## src/verilog/cfg_fuse_pkg.sv

```systemverilog
// constants, types and field layout of the configuration byte bank
package cfg_fuse_pkg;

    // ==========================================================
    // address space
    localparam int ADDR_W = 22;
    localparam logic [21:0] ADDR_WDT = 22'h300003;
    localparam logic [21:0] ADDR_PIN = 22'h300005;
    localparam logic [21:0] ADDR_DBG = 22'h300006;
    localparam logic [21:0] ADDR_CP = 22'h300008;
    localparam logic [21:0] ADDR_CPB = 22'h300009;
    localparam logic [21:0] ADDR_WRT = 22'h30000a;
    localparam logic [21:0] ADDR_EBTR = 22'h30000c;
    localparam logic [21:0] ADDR_DEVID_LO = 22'h3ffffe;
    localparam logic [21:0] ADDR_DEVID_HI = 22'h3fffff;

    // ==========================================================
    // byte indices inside the bank
    localparam int CFG_N = 7;
    localparam logic [2:0] IDX_WDT = 3'h0;
    localparam logic [2:0] IDX_PIN = 3'h1;
    localparam logic [2:0] IDX_DBG = 3'h2;
    localparam logic [2:0] IDX_CP = 3'h3;
    localparam logic [2:0] IDX_CPB = 3'h4;
    localparam logic [2:0] IDX_WRT = 3'h5;
    localparam logic [2:0] IDX_EBTR = 3'h6;

    // ==========================================================
    // implemented bits and unprogrammed values
    localparam logic [7:0] MASK_WDT = 8'h1f;
    localparam logic [7:0] MASK_PIN = 8'h87;
    localparam logic [7:0] MASK_DBG = 8'hc5;
    localparam logic [7:0] MASK_CP = 8'h0f;
    localparam logic [7:0] MASK_CPB = 8'hc0;
    localparam logic [7:0] MASK_WRT = 8'h4f;
    localparam logic [7:0] MASK_EBTR = 8'h4f;
    localparam logic [7:0] BLANK_WDT = 8'h1f;
    localparam logic [7:0] BLANK_PIN = 8'h83;
    localparam logic [7:0] BLANK_DBG = 8'h85;
    localparam logic [7:0] BLANK_CP = 8'h0f;
    localparam logic [7:0] BLANK_CPB = 8'hc0;
    localparam logic [7:0] BLANK_WRT = 8'h4f;
    localparam logic [7:0] BLANK_EBTR = 8'h4f;

    // ==========================================================
    // field positions
    localparam int BIT_WDT_FORCE = 0;
    localparam int WDT_PS_LSB = 1;
    localparam int WDT_PS_W = 4;
    localparam int WDT_RATIO_W = 16;
    localparam int BIT_RST_SEL = 7;
    localparam int BIT_LP_OSC = 2;
    localparam int BIT_PORT_ANALOG_AT_RESET_BIT = 1;
    localparam int BIT_CCP_MX = 0;
    localparam int BIT_DEBUG = 7;
    localparam int BIT_EXTENDED_INSTRUCTION_BIT = 6;
    localparam int BIT_LVP = 2;
    localparam int BIT_STACK_FAULT_RESET_BIT = 0;
    localparam int BIT_CPD = 7;
    localparam int BIT_BOOT = 6;
    localparam logic [2:0] PORT_ANALOG_CONFIG_FIELD_ANALOG = 3'h0;
    localparam logic [2:0] PORT_ANALOG_CONFIG_FIELD_DIGITAL = 3'h7;
    localparam logic [15:0] WDT_RATIO_ONE = 16'h0001;

    // ==========================================================
    // program memory regions
    localparam logic [21:0] BOOT_END = 22'h0007ff;
    localparam logic [21:0] PM_END = 22'h007fff;
    localparam int BLOCK_SHIFT = 13;
    localparam logic [2:0] REGION_BOOT = 3'h4;
    localparam logic [2:0] REGION_NONE = 3'h7;

    typedef logic [CFG_N-1:0][7:0] cfg_image_type;

    typedef enum logic [1:0] {
        ST_LOAD = 2'b01,
        ST_RUN = 2'b10
    } state_type;

    typedef struct packed {
        logic [2:0] port_analog_config_field;
        logic [15:0] watchdog_ratio;
        logic watchdog_run;
        logic reset_pin_select;
        logic low_power_timer_osc;
        logic ccp_on_port_c_pin_one;
        logic debugger_enable;
        logic extended_instruction;
        logic single_supply_program;
        logic stack_fault_reset_en;
        logic eeprom_protected;
        logic boot_protected;
    } settings_type;

    typedef struct packed {
        logic rd;
        logic wr;
        logic [21:0] addr;
        logic [7:0] wdata;
    } access_type;

endpackage

```

## src/verilog/config_fuse_and_code_protect.sv

```systemverilog
// configuration byte bank with decoded settings and code protection
`timescale 1ns/1ps
module config_fuse_and_code_protect
    import cfg_fuse_pkg::*;
#(
    parameter logic [15:0] DEVICE_ID = 16'h1234  // arbitrary value
) (
    // clock and reset
    input wire logic i_sys_clk,
    input wire logic i_rst,
    // nonvolatile image and storage update
    input wire cfg_image_type i_nv_image,
    output logic o_nv_wr,
    output logic [2:0] o_nv_index,
    output logic [7:0] o_nv_wdata,
    // core table access
    input wire access_type i_tbl,
    input wire logic [21:0] i_tbl_pc,
    output logic [7:0] o_tbl_rdata,
    output logic o_tbl_rvalid,
    output logic o_tbl_wr_blocked,
    // external programmer
    input wire access_type i_prg,
    input wire logic i_prg_eeprom,
    input wire logic i_prg_erase_chip,
    input wire logic i_prg_erase_block,
    input wire logic [2:0] i_prg_erase_sel,
    output logic [7:0] o_prg_rdata,
    output logic o_prg_rvalid,
    output logic o_prg_denied,
    // program memory and eeprom
    input wire logic [7:0] i_pm_rdata,
    input wire logic [7:0] i_ee_rdata,
    output logic o_pm_wr,
    output logic o_ee_wr,
    output logic [21:0] o_mem_addr,
    output logic [7:0] o_mem_wdata,
    output logic o_erase_chip,
    output logic o_erase_block,
    output logic [2:0] o_erase_sel,
    // chip-level controls
    input wire logic i_software_watchdog_enable_bit,
    input wire logic i_shared_reset_input_pin_n,
    input wire logic i_stack_fault,
    output settings_type o_settings,
    output logic o_config_valid,
    output logic o_master_reset_input,
    output logic o_shared_pin_data,
    output logic o_stack_fault_reset
);
    // ==========================================================
    // helpers
    function automatic logic [3:0] cfg_decode(input logic [21:0] a);
        logic [3:0] r;
        r = 4'h0;
        unique case (a)
            ADDR_WDT: r = {1'b1, IDX_WDT};
            ADDR_PIN: r = {1'b1, IDX_PIN};
            ADDR_DBG: r = {1'b1, IDX_DBG};
            ADDR_CP: r = {1'b1, IDX_CP};
            ADDR_CPB: r = {1'b1, IDX_CPB};
            ADDR_WRT: r = {1'b1, IDX_WRT};
            ADDR_EBTR: r = {1'b1, IDX_EBTR};
            default: r = 4'h0;
        endcase
        return r;
    endfunction

    function automatic logic [7:0] cfg_mask(input logic [2:0] i);
        logic [7:0] m;
        m = 8'h00;
        unique case (i)
            IDX_WDT: m = MASK_WDT;
            IDX_PIN: m = MASK_PIN;
            IDX_DBG: m = MASK_DBG;
            IDX_CP: m = MASK_CP;
            IDX_CPB: m = MASK_CPB;
            IDX_WRT: m = MASK_WRT;
            IDX_EBTR: m = MASK_EBTR;
            default: m = 8'h00;
        endcase
        return m;
    endfunction

    function automatic logic [7:0] cfg_blank(input logic [2:0] i);
        logic [7:0] b;
        b = 8'h00;
        unique case (i)
            IDX_WDT: b = BLANK_WDT;
            IDX_PIN: b = BLANK_PIN;
            IDX_DBG: b = BLANK_DBG;
            IDX_CP: b = BLANK_CP;
            IDX_CPB: b = BLANK_CPB;
            IDX_WRT: b = BLANK_WRT;
            IDX_EBTR: b = BLANK_EBTR;
            default: b = 8'h00;
        endcase
        return b;
    endfunction

    // bit of a protection byte that guards a region
    function automatic int region_bit(input logic [2:0] reg_n);
        return (reg_n == REGION_BOOT) ? BIT_BOOT : int'(reg_n);
    endfunction

    // config, device id or nothing, for either access path
    function automatic logic [8:0] space_read(input logic [21:0] a,
                                              input logic [7:0] b,
                                              input logic [2:0] i);
        logic [3:0] d;
        logic [8:0] r;
        d = cfg_decode(a);
        r = 9'h000;
        if (d[3]) begin
            r = {1'b1, b & cfg_mask(i)};
        end else if (a == ADDR_DEVID_LO) begin
            r = {1'b1, DEVICE_ID[7:0]};
        end else if (a == ADDR_DEVID_HI) begin
            r = {1'b1, DEVICE_ID[15:8]};
        end
        return r;
    endfunction

    // ==========================================================
    // state
    state_type state, next_state;
    logic [7:0] cfg [CFG_N];
    logic [7:0] next_cfg [CFG_N];
    logic [2:0] tbl_region, pc_region, prg_region;
    logic reset_pin_level;
    logic [3:0] tbl_dec, prg_dec;
    logic [7:0] tbl_byte, prg_byte;
    logic [8:0] tbl_space, prg_space;
    settings_type next_settings;
    logic next_valid, next_tbl_rvalid, next_tbl_wr_blocked;
    logic next_prg_rvalid, next_prg_denied, next_pm_wr, next_ee_wr;
    logic next_nv_wr, next_erase_chip, next_erase_block;
    logic next_master_reset, next_shared_pin, next_stack_reset;
    logic [7:0] next_tbl_rdata, next_prg_rdata, next_nv_wdata;
    logic [7:0] next_mem_wdata;
    logic [2:0] next_nv_index, next_erase_sel;
    logic [21:0] next_mem_addr;

    pm_region_decode tbl_dec_u (.i_addr(i_tbl.addr), .o_region(tbl_region));
    pm_region_decode pc_dec_u (.i_addr(i_tbl_pc), .o_region(pc_region));
    pm_region_decode prg_dec_u (.i_addr(i_prg.addr), .o_region(prg_region));
    level_sync pin_sync_u (
        .i_sys_clk(i_sys_clk),
        .i_rst(i_rst),
        .i_async(i_shared_reset_input_pin_n),
        .o_sync(reset_pin_level)
    );

    assign tbl_dec = cfg_decode(i_tbl.addr);
    assign prg_dec = cfg_decode(i_prg.addr);
    assign tbl_byte = cfg[tbl_dec[2:0]];
    assign prg_byte = cfg[prg_dec[2:0]];
    assign tbl_space = space_read(i_tbl.addr, tbl_byte, tbl_dec[2:0]);
    assign prg_space = space_read(i_prg.addr, prg_byte, prg_dec[2:0]);

    // ==========================================================
    // bank and access paths
    always_comb begin
        next_state = state;
        next_cfg = cfg;
        next_tbl_rvalid = 1'b0;
        next_tbl_rdata = o_tbl_rdata;
        next_tbl_wr_blocked = 1'b0;
        next_prg_rvalid = 1'b0;
        next_prg_rdata = o_prg_rdata;
        next_prg_denied = 1'b0;
        next_pm_wr = 1'b0;
        next_ee_wr = 1'b0;
        next_mem_addr = o_mem_addr;
        next_mem_wdata = o_mem_wdata;
        next_nv_wr = 1'b0;
        next_nv_index = o_nv_index;
        next_nv_wdata = o_nv_wdata;
        next_erase_chip = 1'b0;
        next_erase_block = 1'b0;
        next_erase_sel = o_erase_sel;
        unique case (state)
            ST_LOAD: begin
                for (int i = 0; i < CFG_N; i++) begin
                    next_cfg[i] = i_nv_image[i] & cfg_mask(3'(i));
                end
                next_state = ST_RUN;
            end
            ST_RUN: begin
                // programmer has priority; a core access in the same
                // cycle is dropped, the core gets no answer for it
                if (i_prg_erase_chip) begin
                    for (int i = 0; i < CFG_N; i++) begin
                        next_cfg[i] = cfg_blank(3'(i));
                    end
                    next_erase_chip = 1'b1;
                end else if (i_prg_erase_block) begin
                    next_erase_block = 1'b1;
                    next_erase_sel = i_prg_erase_sel;
                    if (i_prg_erase_sel == REGION_BOOT) begin
                        next_cfg[IDX_CPB][BIT_BOOT] = 1'b1;
                    end else begin
                        next_cfg[IDX_CP][region_bit(i_prg_erase_sel)] = 1'b1;
                    end
                    next_cfg[IDX_WRT][region_bit(i_prg_erase_sel)] = 1'b1;
                    next_cfg[IDX_EBTR][region_bit(i_prg_erase_sel)] = 1'b1;
                end else if (i_prg.rd) begin
                    next_prg_rvalid = 1'b1;
                    if (i_prg_eeprom) begin
                        next_prg_denied = ~cfg[IDX_CPB][BIT_CPD];
                        next_prg_rdata = next_prg_denied ? 8'h00 : i_ee_rdata;
                    end else if (prg_space[8]) begin
                        next_prg_rdata = prg_space[7:0];
                    end else if (prg_region == REGION_BOOT) begin
                        next_prg_denied = ~cfg[IDX_CPB][BIT_BOOT];
                        next_prg_rdata = next_prg_denied ? 8'h00 : i_pm_rdata;
                    end else if (prg_region != REGION_NONE) begin
                        next_prg_denied =
                            ~cfg[IDX_CP][region_bit(prg_region)];
                        next_prg_rdata = next_prg_denied ? 8'h00 : i_pm_rdata;
                    end else begin
                        next_prg_rdata = i_pm_rdata;
                    end
                end else if (i_prg.wr) begin
                    next_mem_addr = i_prg.addr;
                    next_mem_wdata = i_prg.wdata;
                    if (i_prg_eeprom) begin
                        next_ee_wr = cfg[IDX_CPB][BIT_CPD];
                        next_prg_denied = ~cfg[IDX_CPB][BIT_CPD];
                    end else if (prg_dec[3]) begin
                        if (prg_dec[2:0] == IDX_CP || prg_dec[2:0] == IDX_CPB)
                        begin
                            next_cfg[prg_dec[2:0]] =
                                prg_byte & i_prg.wdata;
                        end else begin
                            next_cfg[prg_dec[2:0]] =
                                i_prg.wdata & cfg_mask(prg_dec[2:0]);
                        end
                        next_nv_wr = 1'b1;
                        next_nv_index = prg_dec[2:0];
                        next_nv_wdata = next_cfg[prg_dec[2:0]];
                    end else if (prg_region == REGION_BOOT) begin
                        next_pm_wr = cfg[IDX_CPB][BIT_BOOT];
                        next_prg_denied = ~cfg[IDX_CPB][BIT_BOOT];
                    end else if (prg_region != REGION_NONE) begin
                        next_pm_wr = cfg[IDX_CP][region_bit(prg_region)];
                        next_prg_denied = ~next_pm_wr;
                    end
                end else if (i_tbl.rd) begin
                    // code protect bits are not consulted here
                    next_tbl_rvalid = 1'b1;
                    if (tbl_space[8]) begin
                        next_tbl_rdata = tbl_space[7:0];
                    end else if (tbl_region != REGION_NONE &&
                                 !cfg[IDX_EBTR][region_bit(tbl_region)] &&
                                 pc_region != tbl_region) begin
                        next_tbl_rdata = 8'h00;
                    end else begin
                        next_tbl_rdata = i_pm_rdata;
                    end
                end else if (i_tbl.wr) begin
                    next_mem_addr = i_tbl.addr;
                    next_mem_wdata = i_tbl.wdata;
                    if (tbl_dec[3]) begin
                        if (tbl_dec[2:0] == IDX_CP || tbl_dec[2:0] == IDX_CPB)
                        begin
                            next_cfg[tbl_dec[2:0]] =
                                tbl_byte & i_tbl.wdata;
                        end else begin
                            next_cfg[tbl_dec[2:0]] =
                                i_tbl.wdata & cfg_mask(tbl_dec[2:0]);
                        end
                        next_nv_wr = 1'b1;
                        next_nv_index = tbl_dec[2:0];
                        next_nv_wdata = next_cfg[tbl_dec[2:0]];
                    end else if (tbl_region != REGION_NONE &&
                                 !cfg[IDX_WRT][region_bit(tbl_region)]) begin
                        next_tbl_wr_blocked = 1'b1;
                    end else begin
                        next_pm_wr = 1'b1;
                    end
                end
            end
        endcase
    end

    // ==========================================================
    // decoded settings, taken from the live bank
    always_comb begin
        next_valid = (state == ST_RUN);
        next_settings.port_analog_config_field =
            cfg[IDX_PIN][BIT_PORT_ANALOG_AT_RESET_BIT] ? PORT_ANALOG_CONFIG_FIELD_ANALOG : PORT_ANALOG_CONFIG_FIELD_DIGITAL;
        next_settings.watchdog_ratio = WDT_RATIO_ONE
            << cfg[IDX_WDT][WDT_PS_LSB +: WDT_PS_W];
        next_settings.watchdog_run = cfg[IDX_WDT][BIT_WDT_FORCE] |
            i_software_watchdog_enable_bit;
        next_settings.reset_pin_select = cfg[IDX_PIN][BIT_RST_SEL];
        next_settings.low_power_timer_osc =
            cfg[IDX_PIN][BIT_LP_OSC];
        next_settings.ccp_on_port_c_pin_one =
            cfg[IDX_PIN][BIT_CCP_MX];
        next_settings.debugger_enable = ~cfg[IDX_DBG][BIT_DEBUG];
        next_settings.extended_instruction =
            cfg[IDX_DBG][BIT_EXTENDED_INSTRUCTION_BIT];
        next_settings.single_supply_program =
            cfg[IDX_DBG][BIT_LVP];
        next_settings.stack_fault_reset_en = cfg[IDX_DBG][BIT_STACK_FAULT_RESET_BIT];
        next_settings.eeprom_protected = ~cfg[IDX_CPB][BIT_CPD];
        next_settings.boot_protected = ~cfg[IDX_CPB][BIT_BOOT];
        // pin ignored as reset unless selected; active low at the pin
        next_master_reset = next_valid & cfg[IDX_PIN][BIT_RST_SEL] &
            ~reset_pin_level;
        next_shared_pin = ~cfg[IDX_PIN][BIT_RST_SEL] &
            reset_pin_level;
        next_stack_reset = next_valid & i_stack_fault &
            cfg[IDX_DBG][BIT_STACK_FAULT_RESET_BIT];
    end

    // ==========================================================
    // registers
    always_ff @(posedge i_sys_clk or posedge i_rst) begin
        if (i_rst) begin
            state <= ST_LOAD;
            for (int i = 0; i < CFG_N; i++) begin
                cfg[i] <= 8'h00;
            end
            o_settings <= '0;
            o_config_valid <= 1'b0;
            o_tbl_rdata <= 8'h00;
            o_tbl_rvalid <= 1'b0;
            o_tbl_wr_blocked <= 1'b0;
            o_prg_rdata <= 8'h00;
            o_prg_rvalid <= 1'b0;
            o_prg_denied <= 1'b0;
            o_pm_wr <= 1'b0;
            o_ee_wr <= 1'b0;
            o_mem_addr <= '0;
            o_mem_wdata <= 8'h00;
            o_nv_wr <= 1'b0;
            o_nv_index <= 3'h0;
            o_nv_wdata <= 8'h00;
            o_erase_chip <= 1'b0;
            o_erase_block <= 1'b0;
            o_erase_sel <= 3'h0;
            o_master_reset_input <= 1'b0;
            o_shared_pin_data <= 1'b0;
            o_stack_fault_reset <= 1'b0;
        end else begin
            state <= next_state;
            cfg <= next_cfg;
            o_settings <= next_settings;
            o_config_valid <= next_valid;
            o_tbl_rdata <= next_tbl_rdata;
            o_tbl_rvalid <= next_tbl_rvalid;
            o_tbl_wr_blocked <= next_tbl_wr_blocked;
            o_prg_rdata <= next_prg_rdata;
            o_prg_rvalid <= next_prg_rvalid;
            o_prg_denied <= next_prg_denied;
            o_pm_wr <= next_pm_wr;
            o_ee_wr <= next_ee_wr;
            o_mem_addr <= next_mem_addr;
            o_mem_wdata <= next_mem_wdata;
            o_nv_wr <= next_nv_wr;
            o_nv_index <= next_nv_index;
            o_nv_wdata <= next_nv_wdata;
            o_erase_chip <= next_erase_chip;
            o_erase_block <= next_erase_block;
            o_erase_sel <= next_erase_sel;
            o_master_reset_input <= next_master_reset;
            o_shared_pin_data <= next_shared_pin;
            o_stack_fault_reset <= next_stack_reset;
        end
    end
endmodule

```

## src/verilog/level_sync.sv

```systemverilog
// two flip-flop synchroniser for a pin level
`timescale 1ns/1ps
module level_sync (
    // clock and reset
    input wire logic i_sys_clk,
    input wire logic i_rst,
    // level in and out
    input wire logic i_async,
    output logic o_sync
);
    logic stage_one;

    always_ff @(posedge i_sys_clk or posedge i_rst) begin
        if (i_rst) begin
            stage_one <= 1'b1;
            o_sync <= 1'b1;
        end else begin
            stage_one <= i_async;
            o_sync <= stage_one;
        end
    end
endmodule

```

## src/verilog/pm_region_decode.sv

```systemverilog
// maps a program address onto its protection region
`timescale 1ns/1ps
module pm_region_decode
    import cfg_fuse_pkg::*;
(
    input wire logic [21:0] i_addr,
    output logic [2:0] o_region
);
    always_comb begin
        if (i_addr <= BOOT_END) begin
            o_region = REGION_BOOT;
        end else if (i_addr <= PM_END) begin
            o_region = 3'(i_addr >> BLOCK_SHIFT);
        end else begin
            o_region = REGION_NONE;
        end
    end
endmodule

```

## config.mk

```make
export PLATFORM = sky130hd
export DESIGN_NAME = config_fuse_and_code_protect
export DESIGN_NICKNAME = d
export VERILOG_FILES = /design/src/verilog/cfg_fuse_pkg.sv /design/src/verilog/config_fuse_and_code_protect.sv /design/src/verilog/level_sync.sv /design/src/verilog/pm_region_decode.sv
export SDC_FILE = /design/constraint.sdc
export NUM_CORES = 1
export LEC_CHECK = 0
export BUFFER_PORTS_ARGS = -buffer_cell sky130_fd_sc_hd__buf_2
export CAP_MARGIN = 15
export CORE_MARGIN = 3
export CORE_UTILIZATION = 54
export CTS_CLUSTER_SIZE = 40
export DETAILED_ROUTE_END_ITERATION = 6
export GPL_TIMING_DRIVEN = 0
export HOLD_SLACK_MARGIN = 0.15
export PLACE_DENSITY_LB_ADDON = 0.08
export SLEW_MARGIN = 30
export SYNTH_ARGS = -nofsm -noshare
export SYNTH_HDL_FRONTEND = slang
export SYNTH_SLANG_ARGS = --single-unit
```

## constraint.sdc

```tcl
create_clock -name i_sys_clk -period 6.2 [get_ports i_sys_clk]
set_input_delay 0.93 -clock i_sys_clk [delete_from_list [all_inputs] [get_ports i_sys_clk]]
set_output_delay 0.93 -clock i_sys_clk [all_outputs]
set_load 0.1 [all_outputs]
```

### Word level (Yosys, flattened, before mapping)

Index checks and enable logic that the tools add are counted.

* register bits after elaboration: 162
* bits of input ports: 169
* output and inout bits: 102

* $lt $le $gt $ge: 14
* equal/unequal tests: 56
* shifts and indexed selects: 1
* muxes and demuxes: 201
* bitwise operators: 34
* reductions and logical operators: 25

Operator list (count)
* 56-bit two-way mux: 25
* 8-bit two-way mux: 55
* 22-bit == test (second input constant): 18
* 56-bit bitwise mux: 4
* 56-bit one-hot mux with 2 select lines: 1
* 8-bit bitwise AND: 13
* 8-bit binary-select mux with 3-bit select: 4
* 8-bit one-hot mux with 6 select lines: 2
* 1-bit two-way mux: 74
* 22-bit by 11-bit less-or-equal comparator with 1-bit output (second input constant): 3
* 22-bit by 15-bit less-or-equal comparator with 1-bit output (second input constant): 3
* 22-bit two-way mux: 3
* 4-bit one-hot mux with 7 select lines: 2
* 9-bit two-way mux: 6
* 8-bit demux with 3-bit select: 2
* 3-bit two-way mux: 16
* 4-bit != test (second input constant): 7
* 3-bit == test (second input constant): 9
* 5-bit != test (second input constant): 5
* 24-bit two-way mux: 1
* 8-bit OR: 3
* 7-bit AND reduction: 3
* 6-bit AND reduction: 3
* 16-bit two-way mux: 1
* other kinds (30): 68

### Longest topological paths before layout

* depth after elaboration: 33
* depth in mapped cells: 12
* mapped depth without buffers: 10

### By module

Synthesis repeated with hierarchy kept, for this count alone.

* cell total of the unflattened synthesis: 1311
* area, all modules: 10989.3 um2

By module, submodules not included
* config_fuse_and_code_protect: instances 1, cells each 1290, area each 10816.6 um2
* pm_region_decode: instances 3, cells each 6, area each 38.8 um2
* level_sync: instances 1, cells each 3, area each 56.3 um2

### Worst setup path before layout

Ideal clock, no wire load.

* path type: input -> register
* start: in i_prg[12] (netlist name)
* end: reg cfg[39] (netlist name)
* library setup time: 0.131 ns
* arrival time: 3.303 ns
* data required time: 6.069 ns
* setup slack: 2.766 ns
* stages on the path: 10
* buffers on the path: 2
* cells stage by stage: or4_1 > buf_2 > a2111o_1 > or2_1 > or3_1 > buf_2 > mux2_4 > a211o_1 > o211ai_2 > o21ai_1

* cells in the longest elaborated chain, start to end: 30
* elaborated cells between the ends (all ways): 56

Ends and longest elaborated chain
* start, declared: line config_fuse_and_code_protect.sv:23 `input wire access_type i_prg,`
* 22-bit == test: line config_fuse_and_code_protect.sv:56 `unique case (a)`
* 4-bit one-hot mux with 7 select lines (*): line config_fuse_and_code_protect.sv:56
* 3-bit == test: line config_fuse_and_code_protect.sv:72 `unique case (i)`
* 2-bit OR reduction (no source line)
* 8-bit one-hot mux with 6 select lines: line config_fuse_and_code_protect.sv:72
* 8-bit two-way mux: line config_fuse_and_code_protect.sv:231 `if (prg_dec[2:0] == IDX_CP || prg_dec[2:0] == IDX_CPB)`
* 8-bit two-way mux: line config_fuse_and_code_protect.sv:230 `end else if (prg_dec[3]) begin`
* 8-bit two-way mux: line config_fuse_and_code_protect.sv:227 `if (i_prg_eeprom) begin`
* [14 not listed]
* 56-bit two-way mux: line config_fuse_and_code_protect.sv:182 `unique case (state)`
* 56-bit two-way mux: line config_fuse_and_code_protect.sv:230
* 56-bit two-way mux: line config_fuse_and_code_protect.sv:227
* 56-bit two-way mux: line config_fuse_and_code_protect.sv:224 `end else if (i_prg.wr) begin`
* 56-bit two-way mux: line config_fuse_and_code_protect.sv:207 `end else if (i_prg.rd) begin`
* 24-bit two-way mux: line config_fuse_and_code_protect.sv:197 `end else if (i_prg_erase_block) begin`
* 56-bit two-way mux: line config_fuse_and_code_protect.sv:192 `if (i_prg_erase_chip) begin`
* 56-bit one-hot mux with 2 select lines: line config_fuse_and_code_protect.sv:182
* end signal, assigned: line config_fuse_and_code_protect.sv:350 `cfg <= next_cfg;`
* end, declared: line config_fuse_and_code_protect.sv:127 `logic [7:0] cfg [CFG_N];`

Mark *: on every way between the ends. The rest lies on a longest branch, timed or not. The select of a mux whose other input is x is not followed.
A chain may end at the register's enable or synchronous reset.

### Worst setup path after layout

* start: in i_tbl[21] (netlist name)
* end: reg o_nv_wdata[3]

* cells in the longest elaborated chain, start to end: 32
* elaborated cells between the ends (all ways): 58

Ends and longest elaborated chain
* start, declared: line config_fuse_and_code_protect.sv:17 `input wire access_type i_tbl,`
* 22-bit == test: line config_fuse_and_code_protect.sv:56
* 4-bit one-hot mux with 7 select lines (*): line config_fuse_and_code_protect.sv:56
* 3-bit == test: line config_fuse_and_code_protect.sv:72
* 2-bit OR reduction (no source line)
* 8-bit one-hot mux with 6 select lines: line config_fuse_and_code_protect.sv:72
* 8-bit two-way mux: line config_fuse_and_code_protect.sv:265 `if (tbl_dec[2:0] == IDX_CP || tbl_dec[2:0] == IDX_CPB)`
* 8-bit two-way mux: line config_fuse_and_code_protect.sv:264 `if (tbl_dec[3]) begin`
* 8-bit two-way mux: line config_fuse_and_code_protect.sv:261 `end else if (i_tbl.wr) begin`
* [15 not listed]
* 56-bit two-way mux: line config_fuse_and_code_protect.sv:192
* 56-bit two-way mux: line config_fuse_and_code_protect.sv:182
* 8-bit binary-select mux with 3-bit select: line config_fuse_and_code_protect.sv:275 `next_nv_wdata = next_cfg[tbl_dec[2:0]];`
* 8-bit two-way mux (not written as such) (2 in a row): line config_fuse_and_code_protect.sv:275
* 8-bit two-way mux: line config_fuse_and_code_protect.sv:264
* 8-bit two-way mux: line config_fuse_and_code_protect.sv:261
* 8-bit two-way mux: line config_fuse_and_code_protect.sv:249 `end else if (i_tbl.rd) begin`
* 8-bit two-way mux: line config_fuse_and_code_protect.sv:224
* end signal, assigned: line config_fuse_and_code_protect.sv:365 `o_nv_wdata <= next_nv_wdata;`
* end, declared: line config_fuse_and_code_protect.sv:15 `output logic [7:0] o_nv_wdata,`

Marks and branches as above.

==> results.txt <==
#FFs+latches synth - 160
r2r worst-path depth - 12
grt total ovfl - 0
status - complete, but fails checks
Hold Worst Slack - 0.381 ns
final worst path period share - 0.719
Cells after Synth - 1277
Hold Vio Cnt, Final - 0
final-report max-slew violation count - 0
max layer used - met5
deepest clock path buffer count - 2
clk slew on worst S/H paths - 0.08 ns
Hold-fix buffers, CTS - 0
compound-gate portion of the synthesized area - 0.258
vias in the first global route - 12300
vias per cell - 7.27
Fill cells - 1583
Syn. warnings - 0
Pleak - 5.78 nW
register area share after synthesis - 0.382
Core ar. - 18900 um2
Avg WL per Cell - 29.4 um
RR Endpoint - cfg[3]
Synth Area in Adders - 0.00191
multiplexer share of the synthesized area - 0.0617
Max stage delay on crit path - 1.03 ns
CP startpoint - i_tbl[21]
Residual DRC - 22
commonest non-fill, non-tap cell in the layout - buf_2
RSZ-0062 raised after global routing - false
first-pass iteration count of the detailed router - 7
CP max FO - 8
XOR/XNOR Fraction of Synth Area - 0.00334
Placed Area - 12000 um2
post-cts resize count - 0
Final setup violation count - 0
Vias - 13100
Initial Utilization - 0.556
TritonCTS clock tree - yes
CP Launch Type - input pin
Min-Delay Path Depth - 0
Cell Chain, Critical Path - buf_2 -> nor4_1 -> nand4b_1 -> nor2_1 -> nand2_1 -> o21ai_0 -> o221ai_1 -> a21oi_1
Multi-input gate area - 6090 um2
Site Rows - 50
total routed wirelength - 52800 um
Synth Area in Simple Gates - 0.249
DRT iter0 DRCs - 2297
VDD IR max - 194 uV
CP max stage cell - nor2_1
Routed Antenna Nets - 0
clock latency at the later pin of the worst-skew pair - 0.46 ns
Worst Path Arrival - 4.83 ns
syn avg cell area - 8.23 um2
Total Routing Usage GR - 0.479
Worst-Margin Slew - 1.10 ns
Top delay family on crit path - simple AND/OR/NAND/NOR gates
met2 WL post-DR - 21500 um
post-CTS setup buffers - 0
cell area after layout - 12700 um2
f_max - 0.224 GHz
H-Tree Level Count - 4
Die ar. - 21200 um2
PortBufs - 227
hold crit path type - reg -> reg
PD cells - 207 nW/um2
async set-or-reset flop fraction in the synthesized netlist - 1.00
WL met3 - 8260 um
clk_skew - 0.0102 ns
CP Data Required Time - 6.57 ns
WL met1 - 18700 um
Syn Nets - 1446
Hold Path End - pin_sync_u.o_sync
Top Ports - 271
share of cells above drive strength 1 - 0.203
initial antenna violation count - 1
Period minus WS final - 4.46 ns
global-route wire length before repair - 76500 um
R2R Setup Slk - 2.34 ns
CP bufs+invs - 1
Post-synth EDFFs - 0
Die W - 145 um
leading cell types in the layout, fill and taps excluded - 237 x buf_2, 157 x dfrtp_1, 139 x nand2_1, 102 x o21ai_0, 92 x nor2_1
Cell variety after synth - 85
Worst Setup Path Type - in -> reg
GP Congestion - 1.10
Register Area - 4010 um2
main combinational cell family by area after synthesis - compound AO/OA/AOI/OAI gates
fin nets - 1694
Hold Path Origin - pin_sync_u.stage_one
Slew HR - 0.268
CTS root buf - clkbuf_16
Num CTS Buffers - 17
FF-to-FF Start - state[0]
die height - 145 um
crit end category - register
CTS sink count - 160
pin count of the biggest net entering global routing - 93
Layout Utilization - 0.671
failing checks - design-rule violations
n_diodes - 0
most used flip-flop cell after synthesis - dfrtp_1
Detail Placement HPWL - 40300 um
Cell Area, Synth - 10500 um2
area growth from synthesis to layout - 20.8%
max-cap viol count - 0
-- state kept, by name, indices dropped and copies added, names as in the netlist, 2 cells and up --
signal / cells
o_mem_wdata: 8
o_erase_sel: 3
o_mem_addr: 22
o_nv_wdata: 8
o_settings: 27
o_nv_index: 3
o_tbl_rdata: 8
cfg: 56
state: 2
o_prg_rdata: 8
-- logic make-up after synthesis --
kind of cell	after synthesis
compound gates	422
xor+xnor	4
mux	63
flops	160
fa+ha+maj	2
buf+inv	119
simple gates	507
-- area by class of cell --
cell class | count | area share
Multi-Input combinational cell | 998 | 0.480
Sequential cell | 160 | 0.316
Timing Repair Buffer | 229 | 0.0921
Clock buffer | 17 | 0.0335
Buffer | 87 | 0.0272
Tap cell | 260 | 0.0256
Clock inverter | 15 | 0.0157
Inverter | 32 | 0.0101
-- synth_stat cells, drive strengths merged, types with 15 or more instances --
master | count | area share
dfrtp | 157 | 0.37
nand2 | 139 | 0.050
o21ai | 127 | 0.061
nor2 | 92 | 0.033
a21oi | 89 | 0.042
clkbuf | 69 | 0.025
mux2i | 52 | 0.050
nor3 | 49 | 0.025
nand3 | 47 | 0.023
inv | 32 | 0.011
a31oi | 31 | 0.018
nand4 | 29 | 0.017
nor4 | 26 | 0.018
and2 | 22 | 0.013
a211oi | 21 | 0.015
o22ai | 20 | 0.012
o211ai | 19 | 0.015
buf | 18 | 0.0082
nand2b | 15 | 0.0089
-- worst max-delay path by stage --
| stage | end | slack (ns) | cells after the start |
|---|---|---|---|
| floorplan | cfg[0] | 0.96 | 1 |
| global placement | cfg[3] | -0.75 | 2 |
| detailed placement | cfg[26] | 1.45 | 10 |
| CTS | cfg[26] | 1.88 | 10 |
| global route | cfg[26] | 1.73 | 10 |
| finish | o_nv_wdata[3] | 1.74 | 8 |
-- power breakdown --
part           switching (mW)  internal (mW)
sequential             0.0305           1.06
clock                   0.582          0.556
combinational           0.290          0.105
total                   0.903           1.72
-- metal layers --
| layer | up-vias | GRT usage |
|---|---|---|
| met3 | 348 | 0.173 |
| met5 | - | 0 |
| met1 | 6131 | 0.617 |
| met4 | 2 | 0.297 |
| met2 | 1303 | 0.690 |
| li1 | 5288 | - |
-- stage by stage --
| stage | setup TNS [ns] | std cells | power (mW) | setup slack (ns) |
|---|---|---|---|---|
| global placement | -114.56 | 1764 | 1.47 | -0.751 |
| CTS | 0 | 1798 | 2.58 | 1.88 |
| floorplan | 0 | 1277 | 1.32 | 0.955 |
| global route | 0 | 1798 | 2.67 | 1.73 |
| detailed placement | 0 | 1766 | 1.48 | 1.45 |
| finish | 0 | 1798 | 2.63 | 1.74 |
No activity file was read; power rests on OpenSTA's default activity.
